`src/ssl_regs.svh`:
```
// Offsets, field positions, reset values and timing figures of the status/button block
`ifndef SSL_REGS_SVH
`define SSL_REGS_SVH

`define SSL_ADDR_W          6
`define SSL_OFS_CTRL        6'h00
`define SSL_OFS_SRC         6'h04
`define SSL_OFS_STATUS      6'h08
`define SSL_OFS_IRQ_STAT    6'h0c
`define SSL_OFS_IRQ_MASK    6'h10
`define SSL_OFS_FWSET       6'h14

`define SSL_CTRL_USER_SAVED 0
`define SSL_CTRL_SET_MISS   1
`define SSL_CTRL_W          2
`define SSL_CTRL_RST        2'h0

`define SSL_SRC_W           3
`define SSL_SRC_RST         3'h6

`define SSL_ST_NET_READY    0
`define SSL_ST_STRATUM_TOP  1
`define SSL_ST_NOT_VALID    2
`define SSL_ST_ANT_SHORT    3
`define SSL_ST_ANT_OPEN     4
`define SSL_ST_BTN_DOWN     5
`define SSL_ST_LAST_ACT     6
`define SSL_ST_FW_DONE      8
`define SSL_ST_RB_PEND      9

`define SSL_IRQ_BOOT        0
`define SSL_IRQ_SETTLED     1
`define SSL_IRQ_ANT         2
`define SSL_IRQ_BTN         3
`define SSL_IRQ_W           4
`define SSL_IRQ_RST         4'h0

`define SSL_FW_W            4
`define SSL_FW_OPT          3
`define SSL_FW_RST          4'h0

`define SSL_CLK_NS          25
`define SSL_SEC_NS          1000000000
`define SSL_SEC_CYC         (`SSL_SEC_NS / `SSL_CLK_NS)
`define SSL_DEBOUNCE_MS     20
`define SSL_DEBOUNCE_CYC    ((`SSL_DEBOUNCE_MS * 1000000) / `SSL_CLK_NS)
`define SSL_FAST_HZ         3
`define SSL_SLOW_HZ         1
`define SSL_PRESS_MIN_S     1
`define SSL_BAND_USER_S     10
`define SSL_BAND_SHIP_S     20
`define SSL_REBOOT_S        10
`define SSL_BOOT_S          60
`define SSL_SETTLE_S        300

`endif

```
`src/ssl_pkg.sv`:
```
// Types of the status/button block
package ssl_pkg;

   // Time-source state as forwarded by software
   typedef enum logic [2:0]
   {
      SRC_LOCKED_REGULATED   = 3'b000,
      SRC_LOCKED_HOLDOFF     = 3'b001,
      SRC_LOCKED_SIMULATED   = 3'b010,
      SRC_QUARTZ_ACQUIRE     = 3'b011,
      SRC_QUARTZ_EXT_SET     = 3'b100,
      SRC_QUARTZ_MANUAL_SET  = 3'b101,
      SRC_TIME_NOT_VALID     = 3'b110
   } ssl_src_t;

   typedef enum logic [1:0]
   {
      BTN_IDLE   = 2'b00,
      BTN_HELD   = 2'b01,
      BTN_REBOOT = 2'b10
   } ssl_btn_st_t;

   typedef enum logic [1:0]
   {
      ACT_NONE    = 2'b00,
      ACT_HW_RST  = 2'b01,
      ACT_USER    = 2'b10,
      ACT_SHIP    = 2'b11
   } ssl_act_t;

   typedef enum logic [1:0]
   {
      LED_OFF   = 2'b00,
      LED_ON    = 2'b01,
      LED_SLOW  = 2'b10,
      LED_FAST  = 2'b11
   } ssl_led_t;

endpackage

```
`src/ssl_top.sv`:
```
// Front-panel sync LEDs, reset button timing, boot and service supervision
`include "ssl_regs.svh"
`timescale 1ns/1ps
`default_nettype none

// Behaviour
// - Locked and regulated: red off, green steady.
// - Locked with hold-off timer running: red off, green flashing.
// - Locked in simulation mode: red flashing, green steady.
// - Quartz with acquire timer running: both flashing.
// - Quartz, time set from source: both steady.
// - Quartz, time set manually: red steady, green flashing; after reset red steady, green off.
// - Module fault: red fast flash, green off, time not valid.
// - Settings missing: red and green fast flash in opposite phase, time not valid.
// - No supply: both LEDs off.
// - Press under one second ignored; one to nine seconds gives hardware reset.
// - Ten to nineteen seconds: user preset restore, reboot ten seconds later.
// - Twenty seconds or more: shipping preset restore, reboot ten seconds later.
// - User restore without saved user preset becomes shipping restore.
// - Network unreachable while booting; ready and service LED after boot time.
// - Antenna short or open input raises an error indication.
// - Top stratum reported only after settle time in locked and regulated state.
// - Host polls source data and forwards settings without delay.
module ssl_top
#(
   parameter int unsigned SEC_CYC      = `SSL_SEC_CYC,
   parameter int unsigned DEBOUNCE_CYC = `SSL_DEBOUNCE_CYC,
   parameter int unsigned BOOT_S       = `SSL_BOOT_S,
   parameter int unsigned SETTLE_S     = `SSL_SETTLE_S,
   parameter int unsigned REBOOT_S     = `SSL_REBOOT_S
)
(
   input  wire logic                      aclk,
   input  wire logic                      aresetn,
   input  wire logic [`SSL_ADDR_W-1:0]    s_axi_awaddr,
   input  wire logic                      s_axi_awvalid,
   output var  logic                      s_axi_awready,
   input  wire logic [31:0]               s_axi_wdata,
   input  wire logic [3:0]                s_axi_wstrb,
   input  wire logic                      s_axi_wvalid,
   output var  logic                      s_axi_wready,
   output var  logic [1:0]                s_axi_bresp,
   output var  logic                      s_axi_bvalid,
   input  wire logic                      s_axi_bready,
   input  wire logic [`SSL_ADDR_W-1:0]    s_axi_araddr,
   input  wire logic                      s_axi_arvalid,
   output var  logic                      s_axi_arready,
   output var  logic [31:0]               s_axi_rdata,
   output var  logic [1:0]                s_axi_rresp,
   output var  logic                      s_axi_rvalid,
   input  wire logic                      s_axi_rready,
   input  wire logic                      button_n,
   input  wire logic                      supply_ok,
   input  wire logic                      general_module_fault,
   input  wire logic                      antenna_short,
   input  wire logic                      antenna_open,
   output var  logic                      red_indicator,
   output var  logic                      green_indicator,
   output var  logic                      service_indicator,
   output var  logic                      time_not_valid,
   output var  logic                      antenna_fault,
   output var  logic                      net_ready,
   output var  logic                      stratum_top,
   output var  logic                      hw_reset_req,
   output var  logic                      user_preset_restore,
   output var  logic                      shipping_preset_restore,
   output var  logic                      reboot_req,
   output var  logic                      irq
);
   import ssl_pkg::*;

   if (SEC_CYC < 6 || DEBOUNCE_CYC < 1 || BOOT_S < 1 || SETTLE_S < 1 || REBOOT_S < 1)
   begin : g_bad
      $error("ssl_top: timing parameters too small");
   end

   localparam int unsigned SW = $clog2(SEC_CYC);
   localparam int unsigned DW = (DEBOUNCE_CYC > 1) ? $clog2(DEBOUNCE_CYC + 1) : 1;
   localparam int unsigned LW = 16;

   // Pin synchronisers
   logic [4:0] pin_s1;
   logic [4:0] pin_s2;
   always_ff @(posedge aclk)
   begin
      pin_s1 <= {~button_n, supply_ok, general_module_fault, antenna_short, antenna_open};
      pin_s2 <= pin_s1;
   end
   wire btn_raw   = pin_s2[4];
   wire supply_s  = pin_s2[3];
   wire fault_s   = pin_s2[2];
   wire ant_sh_s  = pin_s2[1];
   wire ant_op_s  = pin_s2[0];

   // Software-visible state
   logic [`SSL_CTRL_W-1:0]  ctrl;
   ssl_src_t                src;
   logic [`SSL_IRQ_W-1:0]   irq_stat;
   logic [`SSL_IRQ_W-1:0]   irq_mask;
   logic [`SSL_FW_W-1:0]    fwset;
   ssl_act_t                last_act;

   // One-second tick
   logic [SW-1:0] sec_cnt;
   wire           sec_tick = (sec_cnt == SW'(SEC_CYC - 1));
   always_ff @(posedge aclk)
   begin
      if (!aresetn)
         sec_cnt <= '0;
      else
         sec_cnt <= sec_tick ? '0 : sec_cnt + SW'(1);
   end

   // Flash sources
   logic slow_wave;
   logic fast_wave;
   ssl_flash #(.HALF_CYC(SEC_CYC / (2 * `SSL_SLOW_HZ))) u_slow
   (
      .aclk    (aclk),
      .aresetn (aresetn),
      .wave    (slow_wave)
   );
   ssl_flash #(.HALF_CYC(SEC_CYC / (2 * `SSL_FAST_HZ))) u_fast
   (
      .aclk    (aclk),
      .aresetn (aresetn),
      .wave    (fast_wave)
   );

   // Button debounce
   logic [DW-1:0] db_cnt;
   logic          btn_db;
   wire           db_diff = (btn_raw != btn_db);
   wire           db_done = (db_cnt == DW'(DEBOUNCE_CYC - 1));
   always_ff @(posedge aclk)
   begin
      if (!aresetn)
      begin
         db_cnt <= '0;
         btn_db <= 1'b0;
      end
      else
      begin
         db_cnt <= (db_diff && !db_done) ? db_cnt + DW'(1) : '0;
         btn_db <= (db_diff && db_done) ? btn_raw : btn_db;
      end
   end
   wire btn_press   = db_diff && db_done && btn_raw;
   wire btn_release = db_diff && db_done && !btn_raw;

   // Hold timing and release action
   ssl_btn_st_t   btn_st;
   ssl_btn_st_t   next_btn_st;
   logic [SW-1:0] hold_cyc;
   logic [4:0]    hold_s;
   logic [LW-1:0] rb_s;
   wire           hold_wrap = (hold_cyc == SW'(SEC_CYC - 1));
   wire           hold_sat  = (hold_s == 5'(`SSL_BAND_SHIP_S));
   wire           rb_done   = (rb_s == LW'(REBOOT_S - 1)) && sec_tick;

   wire band_rst  = (hold_s >= 5'(`SSL_PRESS_MIN_S)) && (hold_s < 5'(`SSL_BAND_USER_S));
   wire band_user = (hold_s >= 5'(`SSL_BAND_USER_S)) && (hold_s < 5'(`SSL_BAND_SHIP_S));
   wire band_ship = (hold_s >= 5'(`SSL_BAND_SHIP_S));
   wire user_ok   = ctrl[`SSL_CTRL_USER_SAVED];
   wire do_rst    = (btn_st == BTN_HELD) && btn_release && band_rst;
   wire do_user   = (btn_st == BTN_HELD) && btn_release && band_user && user_ok;
   wire do_ship   = (btn_st == BTN_HELD) && btn_release &&
                    (band_ship || (band_user && !user_ok));

   always_comb
   begin
      next_btn_st = btn_st;
      case (btn_st)
         BTN_IDLE:
            if (btn_press)
               next_btn_st = BTN_HELD;
         BTN_HELD:
            if (btn_release)
               next_btn_st = (do_user || do_ship) ? BTN_REBOOT : BTN_IDLE;
         BTN_REBOOT:
            if (rb_done)
               next_btn_st = BTN_IDLE;
         default:
            next_btn_st = BTN_IDLE;
      endcase
   end

   always_ff @(posedge aclk)
   begin
      if (!aresetn)
      begin
         btn_st                  <= BTN_IDLE;
         hold_cyc                <= '0;
         hold_s                  <= '0;
         rb_s                    <= '0;
         last_act                <= ACT_NONE;
         hw_reset_req            <= 1'b0;
         user_preset_restore     <= 1'b0;
         shipping_preset_restore <= 1'b0;
         reboot_req              <= 1'b0;
      end
      else
      begin
         btn_st <= next_btn_st;
         if (btn_press && btn_st == BTN_IDLE)
         begin
            hold_cyc <= '0;
            hold_s   <= '0;
         end
         else if (btn_st == BTN_HELD && !hold_sat)
         begin
            hold_cyc <= hold_wrap ? '0 : hold_cyc + SW'(1);
            hold_s   <= hold_wrap ? hold_s + 5'd1 : hold_s;
         end
         if (btn_st != BTN_REBOOT)
            rb_s <= '0;
         else if (sec_tick)
            rb_s <= rb_s + LW'(1);
         hw_reset_req            <= do_rst;
         user_preset_restore     <= do_user;
         shipping_preset_restore <= do_ship;
         reboot_req              <= (btn_st == BTN_REBOOT) && rb_done;
         if (do_rst)
            last_act <= ACT_HW_RST;
         else if (do_user)
            last_act <= ACT_USER;
         else if (do_ship)
            last_act <= ACT_SHIP;
      end
   end

   // Boot supervision, restarted by any reset or reboot
   logic [LW-1:0] boot_s;
   logic [LW-1:0] settle_s;
   wire           restart    = hw_reset_req || reboot_req;
   wire           boot_end   = !net_ready && sec_tick && (boot_s == LW'(BOOT_S - 1));
   wire           locked_ok  = (src == SRC_LOCKED_REGULATED) && !fault_s;
   wire           settle_end = !stratum_top && net_ready && locked_ok && sec_tick &&
                               (settle_s == LW'(SETTLE_S - 1));
   always_ff @(posedge aclk)
   begin
      if (!aresetn || restart)
      begin
         boot_s    <= '0;
         net_ready <= 1'b0;
      end
      else
      begin
         boot_s    <= (!net_ready && sec_tick) ? boot_s + LW'(1) : boot_s;
         net_ready <= net_ready || boot_end;
      end
   end

   always_ff @(posedge aclk)
   begin
      if (!aresetn || restart || !net_ready || !locked_ok)
      begin
         settle_s    <= '0;
         stratum_top <= 1'b0;
      end
      else
      begin
         settle_s    <= (!stratum_top && sec_tick) ? settle_s + LW'(1) : settle_s;
         stratum_top <= stratum_top || settle_end;
      end
   end

   // LED table
   ssl_led_t red_mode;
   ssl_led_t grn_mode;
   logic     inv_grn;
   logic     not_valid;
   wire      set_miss = ctrl[`SSL_CTRL_SET_MISS];
   always_comb
   begin
      red_mode  = LED_OFF;
      grn_mode  = LED_OFF;
      inv_grn   = 1'b0;
      not_valid = 1'b0;
      if (!supply_s)
         not_valid = 1'b1;
      else if (fault_s)
      begin
         red_mode  = LED_FAST;
         not_valid = 1'b1;
      end
      else if (set_miss)
      begin
         red_mode  = LED_FAST;
         grn_mode  = LED_FAST;
         inv_grn   = 1'b1;
         not_valid = 1'b1;
      end
      else
      begin
         case (src)
            SRC_LOCKED_REGULATED:
               grn_mode = LED_ON;
            SRC_LOCKED_HOLDOFF:
               grn_mode = LED_SLOW;
            SRC_LOCKED_SIMULATED:
            begin
               red_mode = LED_SLOW;
               grn_mode = LED_ON;
            end
            SRC_QUARTZ_ACQUIRE:
            begin
               red_mode = LED_SLOW;
               grn_mode = LED_SLOW;
            end
            SRC_QUARTZ_EXT_SET:
            begin
               red_mode = LED_ON;
               grn_mode = LED_ON;
            end
            SRC_QUARTZ_MANUAL_SET:
            begin
               red_mode = LED_ON;
               grn_mode = LED_SLOW;
            end
            default:
            begin
               red_mode  = LED_ON;
               not_valid = 1'b1;
            end
         endcase
      end
   end

   wire red_lvl = (red_mode == LED_ON) || (red_mode == LED_SLOW && slow_wave) ||
                  (red_mode == LED_FAST && fast_wave);
   wire grn_lvl = (grn_mode == LED_ON) || (grn_mode == LED_SLOW && slow_wave) ||
                  (grn_mode == LED_FAST && (fast_wave ^ inv_grn));

   wire ant_now = ant_sh_s || ant_op_s;
   always_ff @(posedge aclk)
   begin
      if (!aresetn)
      begin
         red_indicator     <= 1'b0;
         green_indicator   <= 1'b0;
         service_indicator <= 1'b0;
         time_not_valid    <= 1'b1;
         antenna_fault     <= 1'b0;
      end
      else
      begin
         red_indicator     <= red_lvl;
         green_indicator   <= grn_lvl;
         service_indicator <= net_ready && supply_s;
         time_not_valid    <= not_valid;
         antenna_fault     <= ant_now;
      end
   end

   // AXI4-Lite slave
   logic                   aw_full;
   logic                   w_full;
   logic [`SSL_ADDR_W-1:0] aw_addr;
   logic [31:0]            w_data;
   logic [3:0]             w_strb;
   assign s_axi_awready = !aw_full && !s_axi_bvalid;
   assign s_axi_wready  = !w_full && !s_axi_bvalid;
   assign s_axi_arready = !s_axi_rvalid;
   wire          do_wr    = aw_full && w_full && !s_axi_bvalid;
   wire [31:0]   wmask    = {{8{w_strb[3]}}, {8{w_strb[2]}}, {8{w_strb[1]}}, {8{w_strb[0]}}};
   wire [31:0]   wval     = w_data & wmask;
   wire          wr_ctrl  = do_wr && (aw_addr == `SSL_OFS_CTRL);
   wire          wr_src   = do_wr && (aw_addr == `SSL_OFS_SRC);
   wire          wr_istat = do_wr && (aw_addr == `SSL_OFS_IRQ_STAT);
   wire          wr_imask = do_wr && (aw_addr == `SSL_OFS_IRQ_MASK);
   wire          wr_fw    = do_wr && (aw_addr == `SSL_OFS_FWSET);
   wire          wr_hit   = wr_ctrl || wr_src || wr_istat || wr_imask ||
                            (aw_addr == `SSL_OFS_STATUS) || wr_fw;
   // Set complete when all required programs loaded
   wire          fw_done  = fwset[0] && fwset[2] && (fwset[1] || !fwset[`SSL_FW_OPT]);
   wire [`SSL_IRQ_W-1:0] ev = {btn_release && btn_st == BTN_HELD,
                               ant_now && !antenna_fault, settle_end, boot_end};

   wire [31:0] status_word = {22'h0, btn_st == BTN_REBOOT, fw_done, last_act, btn_db,
                              ant_op_s, ant_sh_s, time_not_valid, stratum_top, net_ready};
   wire        rd_ctrl  = (s_axi_araddr == `SSL_OFS_CTRL);
   wire        rd_src   = (s_axi_araddr == `SSL_OFS_SRC);
   wire        rd_stat  = (s_axi_araddr == `SSL_OFS_STATUS);
   wire        rd_istat = (s_axi_araddr == `SSL_OFS_IRQ_STAT);
   wire        rd_imask = (s_axi_araddr == `SSL_OFS_IRQ_MASK);
   wire        rd_fw    = (s_axi_araddr == `SSL_OFS_FWSET);
   wire        rd_hit   = rd_ctrl || rd_src || rd_stat || rd_istat || rd_imask || rd_fw;
   wire [31:0] rd_word  = rd_ctrl  ? {30'h0, ctrl} :
                          rd_src   ? {29'h0, src} :
                          rd_stat  ? status_word :
                          rd_istat ? {28'h0, irq_stat} :
                          rd_imask ? {28'h0, irq_mask} :
                          rd_fw    ? {28'h0, fwset} : 32'h0;

   always_ff @(posedge aclk)
   begin
      if (!aresetn)
      begin
         aw_full      <= 1'b0;
         w_full       <= 1'b0;
         aw_addr      <= '0;
         w_data       <= 32'h0;
         w_strb       <= 4'h0;
         s_axi_bvalid <= 1'b0;
         s_axi_bresp  <= 2'h0;
         s_axi_rvalid <= 1'b0;
         s_axi_rresp  <= 2'h0;
         s_axi_rdata  <= 32'h0;
      end
      else
      begin
         if (s_axi_awvalid && s_axi_awready)
         begin
            aw_full <= 1'b1;
            aw_addr <= {s_axi_awaddr[`SSL_ADDR_W-1:2], 2'h0};
         end
         else if (do_wr)
            aw_full <= 1'b0;
         if (s_axi_wvalid && s_axi_wready)
         begin
            w_full <= 1'b1;
            w_data <= s_axi_wdata;
            w_strb <= s_axi_wstrb;
         end
         else if (do_wr)
            w_full <= 1'b0;
         if (do_wr)
         begin
            s_axi_bvalid <= 1'b1;
            s_axi_bresp  <= wr_hit ? 2'h0 : 2'h2;
         end
         else if (s_axi_bready)
            s_axi_bvalid <= 1'b0;
         if (s_axi_arvalid && s_axi_arready)
         begin
            s_axi_rvalid <= 1'b1;
            s_axi_rdata  <= rd_word;
            s_axi_rresp  <= rd_hit ? 2'h0 : 2'h2;
         end
         else if (s_axi_rready)
            s_axi_rvalid <= 1'b0;
      end
   end

   // Registers; hardware set wins over write-one clear
   always_ff @(posedge aclk)
   begin
      if (!aresetn)
      begin
         ctrl     <= `SSL_CTRL_RST;
         src      <= ssl_src_t'(`SSL_SRC_RST);
         irq_stat <= `SSL_IRQ_RST;
         irq_mask <= `SSL_IRQ_RST;
         fwset    <= `SSL_FW_RST;
      end
      else
      begin
         if (wr_ctrl)
            ctrl <= (ctrl & ~wmask[`SSL_CTRL_W-1:0]) | wval[`SSL_CTRL_W-1:0];
         if (wr_src && w_strb[0])
            src <= ssl_src_t'(w_data[`SSL_SRC_W-1:0]);
         if (wr_imask)
            irq_mask <= (irq_mask & ~wmask[`SSL_IRQ_W-1:0]) | wval[`SSL_IRQ_W-1:0];
         if (wr_fw)
            fwset <= (fwset & ~wmask[`SSL_FW_W-1:0]) | wval[`SSL_FW_W-1:0];
         irq_stat <= (irq_stat & ~(wr_istat ? wval[`SSL_IRQ_W-1:0] : `SSL_IRQ_RST)) | ev;
      end
   end

   assign irq = |(irq_stat & irq_mask);

endmodule
`default_nettype wire

```
`src/ssl_flash.sv`:
```
// Free-running square wave with a fixed half period
`timescale 1ns/1ps
`default_nettype none

module ssl_flash
#(
   parameter int unsigned HALF_CYC = 1000
)
(
   input  wire logic aclk,
   input  wire logic aresetn,
   output var  logic wave
);
   localparam int unsigned CW = (HALF_CYC > 1) ? $clog2(HALF_CYC) : 1;

   logic [CW-1:0] cnt;
   wire           wrap = (cnt == CW'(HALF_CYC - 1));

   if (HALF_CYC < 1)
   begin : g_bad
      $error("ssl_flash: half period must be at least one cycle");
   end

   always_ff @(posedge aclk)
   begin
      if (!aresetn)
      begin
         cnt  <= '0;
         wave <= 1'b0;
      end
      else
      begin
         cnt  <= wrap ? '0 : cnt + CW'(1);
         wave <= wrap ? ~wave : wave;
      end
   end

endmodule
`default_nettype wire

```
`config.mk`:
```
export PLATFORM = sky130hd
export DESIGN_NAME = ssl_top
export DESIGN_NICKNAME = d
export VERILOG_FILES = /design/src/ssl_pkg.sv /design/src/ssl_top.sv /design/src/ssl_flash.sv
export VERILOG_INCLUDE_DIRS = /design/src /design/src/src
export SDC_FILE = /design/constraint.sdc
export NUM_CORES = 1
export LEC_CHECK = 0
export ABC_AREA = 0
export BUFFER_PORTS_ARGS = -buffer_cell sky130_fd_sc_hd__buf_2
export CAP_MARGIN = 0
export CORE_ASPECT_RATIO = 0.7
export CORE_MARGIN = 2
export CORE_UTILIZATION = 30
export CTS_BUF_LIST = sky130_fd_sc_hd__clkbuf_8
export DETAILED_ROUTE_END_ITERATION = 16
export HOLD_SLACK_MARGIN = 0.12
export PLACE_DENSITY = 0.48
export SYNTH_ARGS = -nofsm -noshare
export SYNTH_HDL_FRONTEND = slang
export SYNTH_SLANG_ARGS = --single-unit
```
`constraint.sdc`:
```
create_clock -name aclk -period 6.7 [get_ports aclk]
set_input_delay 1.005 -clock aclk [delete_from_list [all_inputs] [get_ports aclk]]
set_output_delay 1.005 -clock aclk [all_outputs]
set_load 0.02 [all_outputs]
```
== Word level (Yosys, flattened, before mapping) ==
Cells that the tools add are included.

* Word-level logic and storage cells: 260
* Latch bits: 0
* Bits of input ports: 60
* Register bits after elaboration: 267
* Memory bits (read-only): 0
* Memories kept: 0
* Bits in writable memories: 0

* Magnitude comparators: 5
* Divide/modulo/power cells: 0
* Bitwise logic cells: 19
* Multiply operators: 0
* Equal/unequal tests: 37
* Muxes and demuxes: 37
* Shift-type cells: 0
* Add/subtract/negate cells: 9
* Reductions and logical operators: 110

{| class="wikitable"
|+ Operators by type and width
! cell !! count
|-
| 26-bit by 1-bit adder with 26-bit output, second input constant || 2
|-
| 26-bit == test, second input constant || 2
|-
| 16-bit by 1-bit adder with 16-bit output, second input constant || 3
|-
| 1-bit logical AND || 45
|-
| 10-bit 2-to-1 mux || 3
|-
| 2-bit 2-to-1 mux || 14
|-
| 26-bit 2-to-1 mux || 1
|-
| 25-bit by 1-bit adder with 25-bit output, second input constant || 1
|-
| 25-bit == test, second input constant || 1
|-
| 1-bit logical OR || 24
|-
| 23-bit by 1-bit adder with 23-bit output, second input constant || 1
|-
| 23-bit == test, second input constant || 1
|-
| 20-bit by 1-bit adder with 20-bit output, second input constant || 1
|-
| 4-bit AND || 5
|-
| 20-bit == test, second input constant || 1
|-
| 16-bit by 4-bit == test with 1-bit output, second input constant || 1
|-
| 16-bit by 6-bit == test with 1-bit output, second input constant || 1
|-
| 16-bit by 9-bit == test with 1-bit output, second input constant || 1
|-
| 4-bit 2-to-1 mux || 4
|-
| 2-bit OR reduction || 8
|-
| 1-bit zero test || 15
|-
| 6-bit by 4-bit == test with 1-bit output, second input constant || 2
|-
| 6-bit by 5-bit == test with 1-bit output, second input constant || 2
|-
| 6-bit zero test || 2
|-
| other kinds (37) || 76
|}

== Longest topological paths before layout ==
* Depth in word-level cells: 10
* Gate-level depth with buffers: 8
* Mapped depth without buffers: 7

== By module ==
From an unflattened synthesis, not the netlist that was laid out.

* Cells, all modules: 1297
* Area total of the unflattened synthesis: 11293.3 sq um

{| class="wikitable"
|+ Modules (own cells, without submodules)
! module !! area each (sq um) !! sequential area each (sq um) !! times used !! cells an instance
|-
| ssl_top || 8896.0 || 3863.7 || 1 || 1020
|-
| ssl_flash at u_slow || 1256.2 || 520.5 || 1 || 148
|-
| ssl_flash at u_fast || 1141.1 || 480.5 || 1 || 129
|}

== Worst setup path after synthesis ==
Ideal clock, no wire load.

* Kind: input port to flip-flop
* Start point: input port s_axi_araddr[4]
* End point: register s_axi_rdata[0]
* Cell stages on the path: 7
* Data arrival time: 2333 ps
* Slack: 4293 ps
* Path buffers: 2
* Cell sequence: clkbuf_1 nor2b_1 clkbuf_1 a21oi_1 o211a_1 o31a_1 a31oi_1

* Word-level cells in the longest chain between the ends: 7
* Elaborated cells between the ends (all ways): 12
* Those cells by class: eq/ne (5); mux (6); reduce/logical (1)

{| class="wikitable"
|+ Ends and longest elaborated chain
! what !! RTL line !! text
|-
| from (decl) || ssl_top.sv:45 || <nowiki>input wire logic [`SSL_ADDR_W-1:0] s_axi_araddr,</nowiki>
|-
| 6-bit by 5-bit == test with 1-bit output (no line) || -- ||
|-
| 4-bit 2-to-1 mux || ssl_top.sv:394 || <nowiki>rd_fw ? {28'h0, fwset} : 32'h0;</nowiki>
|-
| 4-bit 2-to-1 mux || ssl_top.sv:393 || <nowiki>rd_imask ? {28'h0, irq_mask} :</nowiki>
|-
| 4-bit 2-to-1 mux || ssl_top.sv:392 || <nowiki>rd_istat ? {28'h0, irq_stat} :</nowiki>
|-
| 10-bit 2-to-1 mux || ssl_top.sv:391 || <nowiki>rd_stat ? status_word :</nowiki>
|-
| 10-bit 2-to-1 mux || ssl_top.sv:390 || <nowiki>rd_src ? {29'h0, src} :</nowiki>
|-
| 10-bit 2-to-1 mux * || ssl_top.sv:389 || <nowiki>wire [31:0] rd_word = rd_ctrl ? {30'h0, ctrl} :</nowiki>
|-
| to (signal assigned) || ssl_top.sv:438 || <nowiki>s_axi_rdata <= rd_word;</nowiki>
|-
| to (decl) || ssl_top.sv:48 || <nowiki>output var logic [31:0] s_axi_rdata,</nowiki>
|}

Mark *: on every way between the ends. The rest lies on a longest branch, timed or not.
A chain may end at the register's enable or synchronous reset.

== Worst setup path in the final report ==
* Start point: register hold_cyc[1]
* End point: register hold_cyc[17]

* Word-level cells in the longest chain between the ends: 2
* Elaborated cells between the ends (all ways): 3
* Those cells by class: add/sub (1); eq/ne (1); mux (1)

{| class="wikitable"
|+ Ends and longest elaborated chain
! what !! RTL line !! text
|-
| from (decl) || ssl_top.sv:154 || <nowiki>logic [SW-1:0] hold_cyc;</nowiki>
|-
| from (signal assigned) || ssl_top.sv:212 || <nowiki>hold_cyc <= hold_wrap ? '0 : hold_cyc + SW'(1);</nowiki>
|-
| 26-bit by 1-bit adder with 26-bit output / 26-bit == test (equally long branches) || ssl_top.sv:212, ssl_top.sv:157 ||
|-
| 26-bit 2-to-1 mux * || ssl_top.sv:212 ||
|}

Marks and branches as above.

==> results.sh <==
export IMPL_clkTransAtPathRegs_ns=0.06
export IMPL_finalHoldViolations=0
export IMPL_dp_cells=1773
export IMPL_dpl_worst_slack_ns=3.493
export IMPL_placed_cell_area_um2=11600
export IMPL_syn_avg_cell_area_um2=8.541
export IMPL_top_usage_layer="met1"
export IMPL_design_area_um2=12510
export IMPL_ys_warnings_count=0
export IMPL_netlist_area_um2=11030
export IMPL_final_common_cell="dfxtp_1"
export IMPL_clk_path_buf_depth=3
export IMPL_clock_fmax_mhz=359.5
export IMPL_drv_slew=0
export IMPL_numCtsBuffers=42
export IMPL_hold_path_class="reg -> reg"
export IMPL_io_pins=113
export IMPL_cts_resized=0
export IMPL_cts_sinks=243
export IMPL_fin_setup_tns_ns=0
export IMPL_first_global_vias=8185
export IMPL_synth_cells=1291
export IMPL_die_x_um=233.1
export IMPL_yosys_area_top_type_share_pct=44.12
export IMPL_period_share_pct=41.52
export IMPL_rsz0062_at_grt="false"
export IMPL_cts_tree="yes"
export IMPL_setup_worst_path_start_class="flip-flop"
export IMPL_finalWorstSetupSlack_ns=3.918
export IMPL_drt_wl_total_um=26090
export IMPL_utilization_pct=34.69
export IMPL_core_um2=36070
export IMPL_status="completed"
export IMPL_drtPass1Iterations=5
export IMPL_post_cts_setup_buffers=0
export IMPL_gr_total_overflow=0
export IMPL_htreeDepth=2
export IMPL_synth_main_ff_cell="dfxtp_1"
export IMPL_use_met1_pct=20.55
export IMPL_die_h_um=164.4
export IMPL_root_buffer="clkbuf_8"
export IMPL_grt_pass1_wl_um=43280
export IMPL_grt_antenna_before_repair=0
export IMPL_final_cell_mix="dfxtp_1 (243), nor2_1 (191), nand3_1 (84)"
export IMPL_synth_edf_count=0
export IMPL_grtUsageMet2_pct=19.71
export IMPL_cts_hold_buf=0
export IMPL_grt_met3_usage_pct=3.090
export IMPL_start_util_pct=30.57
export IMPL_maxSlewHeadroom_pct=21.52
export IMPL_n_antenna_cell=0
export IMPL_power_leakage_nw=4.266
export IMPL_track_usage_pct=13.85
export IMPL_synth_seq_area_share_pct=44.12
export IMPL_wl_per_cell_um=14.11
export IMPL_ff2ff_path_depth=6
export IMPL_worstPathRequired_ns=7.11
export IMPL_cp_end_kind="flip-flop"
export IMPL_drive_gt1_share_pct=10.45
export IMPL_drtAntennaViolNets=0
export IMPL_num_vias=8842
export IMPL_synth_top_area_cell="dfxtp_1"
export IMPL_synth_distinct_cells=67
export IMPL_max_cap_violations=0
export IMPL_via_per_inst=4.782
export IMPL_layoutNonFillerInstCount=1849
export IMPL_rows=58
export IMPL_grt_start_max_net_pins=47
export IMPL_cp_max_fo=25
export IMPL_die_area_um2=38330
export IMPL_setup_viol=0
export IMPL_async_flop_share_pct=0
export IMPL_total_power_mw=3.040
export IMPL_insertion_delay_ns=0.59
export IMPL_pwr_density_cell_nw_per_um2=243.0
export IMPL_port_buffers=55
export IMPL_drc=0
export IMPL_worstHoldPathCells=0
export IMPL_fin_nets=1410
export IMPL_area_growth_pct=13.47
export IMPL_worst_slew_pin_slew_ns=1.168
export IMPL_dp_hpwl_um=17710
export IMPL_ir_worst_vdd_uv=154.4
export IMPL_cp_arrival_ns=3.19
export IMPL_synth_area_leaders="dfxtp_1 (44%), nor2_1 (6.5%), xor2_1 (4.8%)"
export IMPL_hold_ws_ns=0.3260
export IMPL_path_class="reg -> reg"
export IMPL_drtIter0Drc=532
export IMPL_ys_ff_latch=243
export IMPL_min_period_ns=2.782
export IMPL_gp_congestion=0.7623
export IMPL_finClkSkew_ns=0.04083
## synth_stat cells, types with 3 or more instances
cell       number
a2111oi_0       3
a211o_1         3
a211oi_1        4
a21boi_0        4
a21oi_1        73
a22oi_1         7
a31oi_1         4
and2_1          5
and3_1         17
and4_1         13
buf_1           6
buf_2           7
buf_4          24
clkbuf_1       39
dfxtp_1       243
ha_1           13
inv_1          31
mux2i_1        21
nand2_1        81
nand2b_1       13
nand3_1        84
nand3b_1        8
nand4_1        41
nand4b_1        3
nor2_1        191
nor2b_1         9
nor3_1         31
nor3b_1         4
nor4_1         29
nor4b_1         5
o21a_1          6
o21ai_0        43
o31ai_1        16
or2_2           7
or3_1          36
or4_1          17
xnor2_1        53
xor2_1         60
## report_power, final
group	internal [mW]	switching (mW)	total (mW)	leakage, nW
clock	0.806	0.646	1.45	0.513
sequential	1.46	0.0179	1.48	1.97
combinational	0.0321	0.0749	0.107	1.79
total	2.30	0.739	3.04	4.27
## logic make-up (layout without fill, tap and decap cells)
kind of cell	after synthesis	in the layout	synth area share, %
simple gates	607	607	28.56
flops	243	243	44.12
compound gates	182	182	9.985
xor+xnor	113	113	8.975
buf+inv	109	164	4.743
mux	23	23	2.110
fa+ha+maj	13	13	1.475
other cells	1	24	0.03401
## routing by layer
layer	vias to the layer above	part of all wire, %
met5	-	0
met4	0	2.0
met3	41	4.3
met2	136	40
met1	4037	54
li1	4628	-
## worst paths after layout
path,startpoint,end,slack (ns)
setup / recovery,hold_cyc[1]$_SDFFE_PP0P_,hold_cyc[17]$_SDFFE_PP0P_,3.92
hold / removal,pin_s1[0]$_DFF_P_,pin_s2[0]$_DFF_P_,0.33
setup reg to reg,hold_cyc[1]$_SDFFE_PP0P_,hold_cyc[17]$_SDFFE_PP0P_,3.92
hold reg to reg,pin_s1[0]$_DFF_P_,pin_s2[0]$_DFF_P_,0.33
## worst max-delay path: stages (launching register included)
cell and delay [ns]:
dfxtp_1 0.38, ha_1 0.20, and3_1 0.21, nand4_1 0.12, nor4_1 0.70, a221o_1 0.88, nor2_1 0.11
## layout make-up
class	instances	area (um^2)
clock inverter	19	130.1
clock buffer	57	784.5
inverter	31	116.4
multi-input combinational	962	5725
fill	3768	23560
sequential	243	4865
tap	480	600.6
timing repair buffer	57	290.3
## state kept, by name, summed over array words and instances, names as in the netlist, 2 cells and up, named ones only
register     cells
pin_s2           5
u_fast.cnt      23
btn_st           2
hold_s           5
db_cnt          20
s_axi_rdata     10
settle_s        16
rb_s            16
u_slow.cnt      25
hold_cyc        26
aw_addr          4
boot_s          16
pin_s1           5
src              3
last_act         2
w_data           4
sec_cnt         26
irq_stat         4
(Power assumes the default switching activity.)
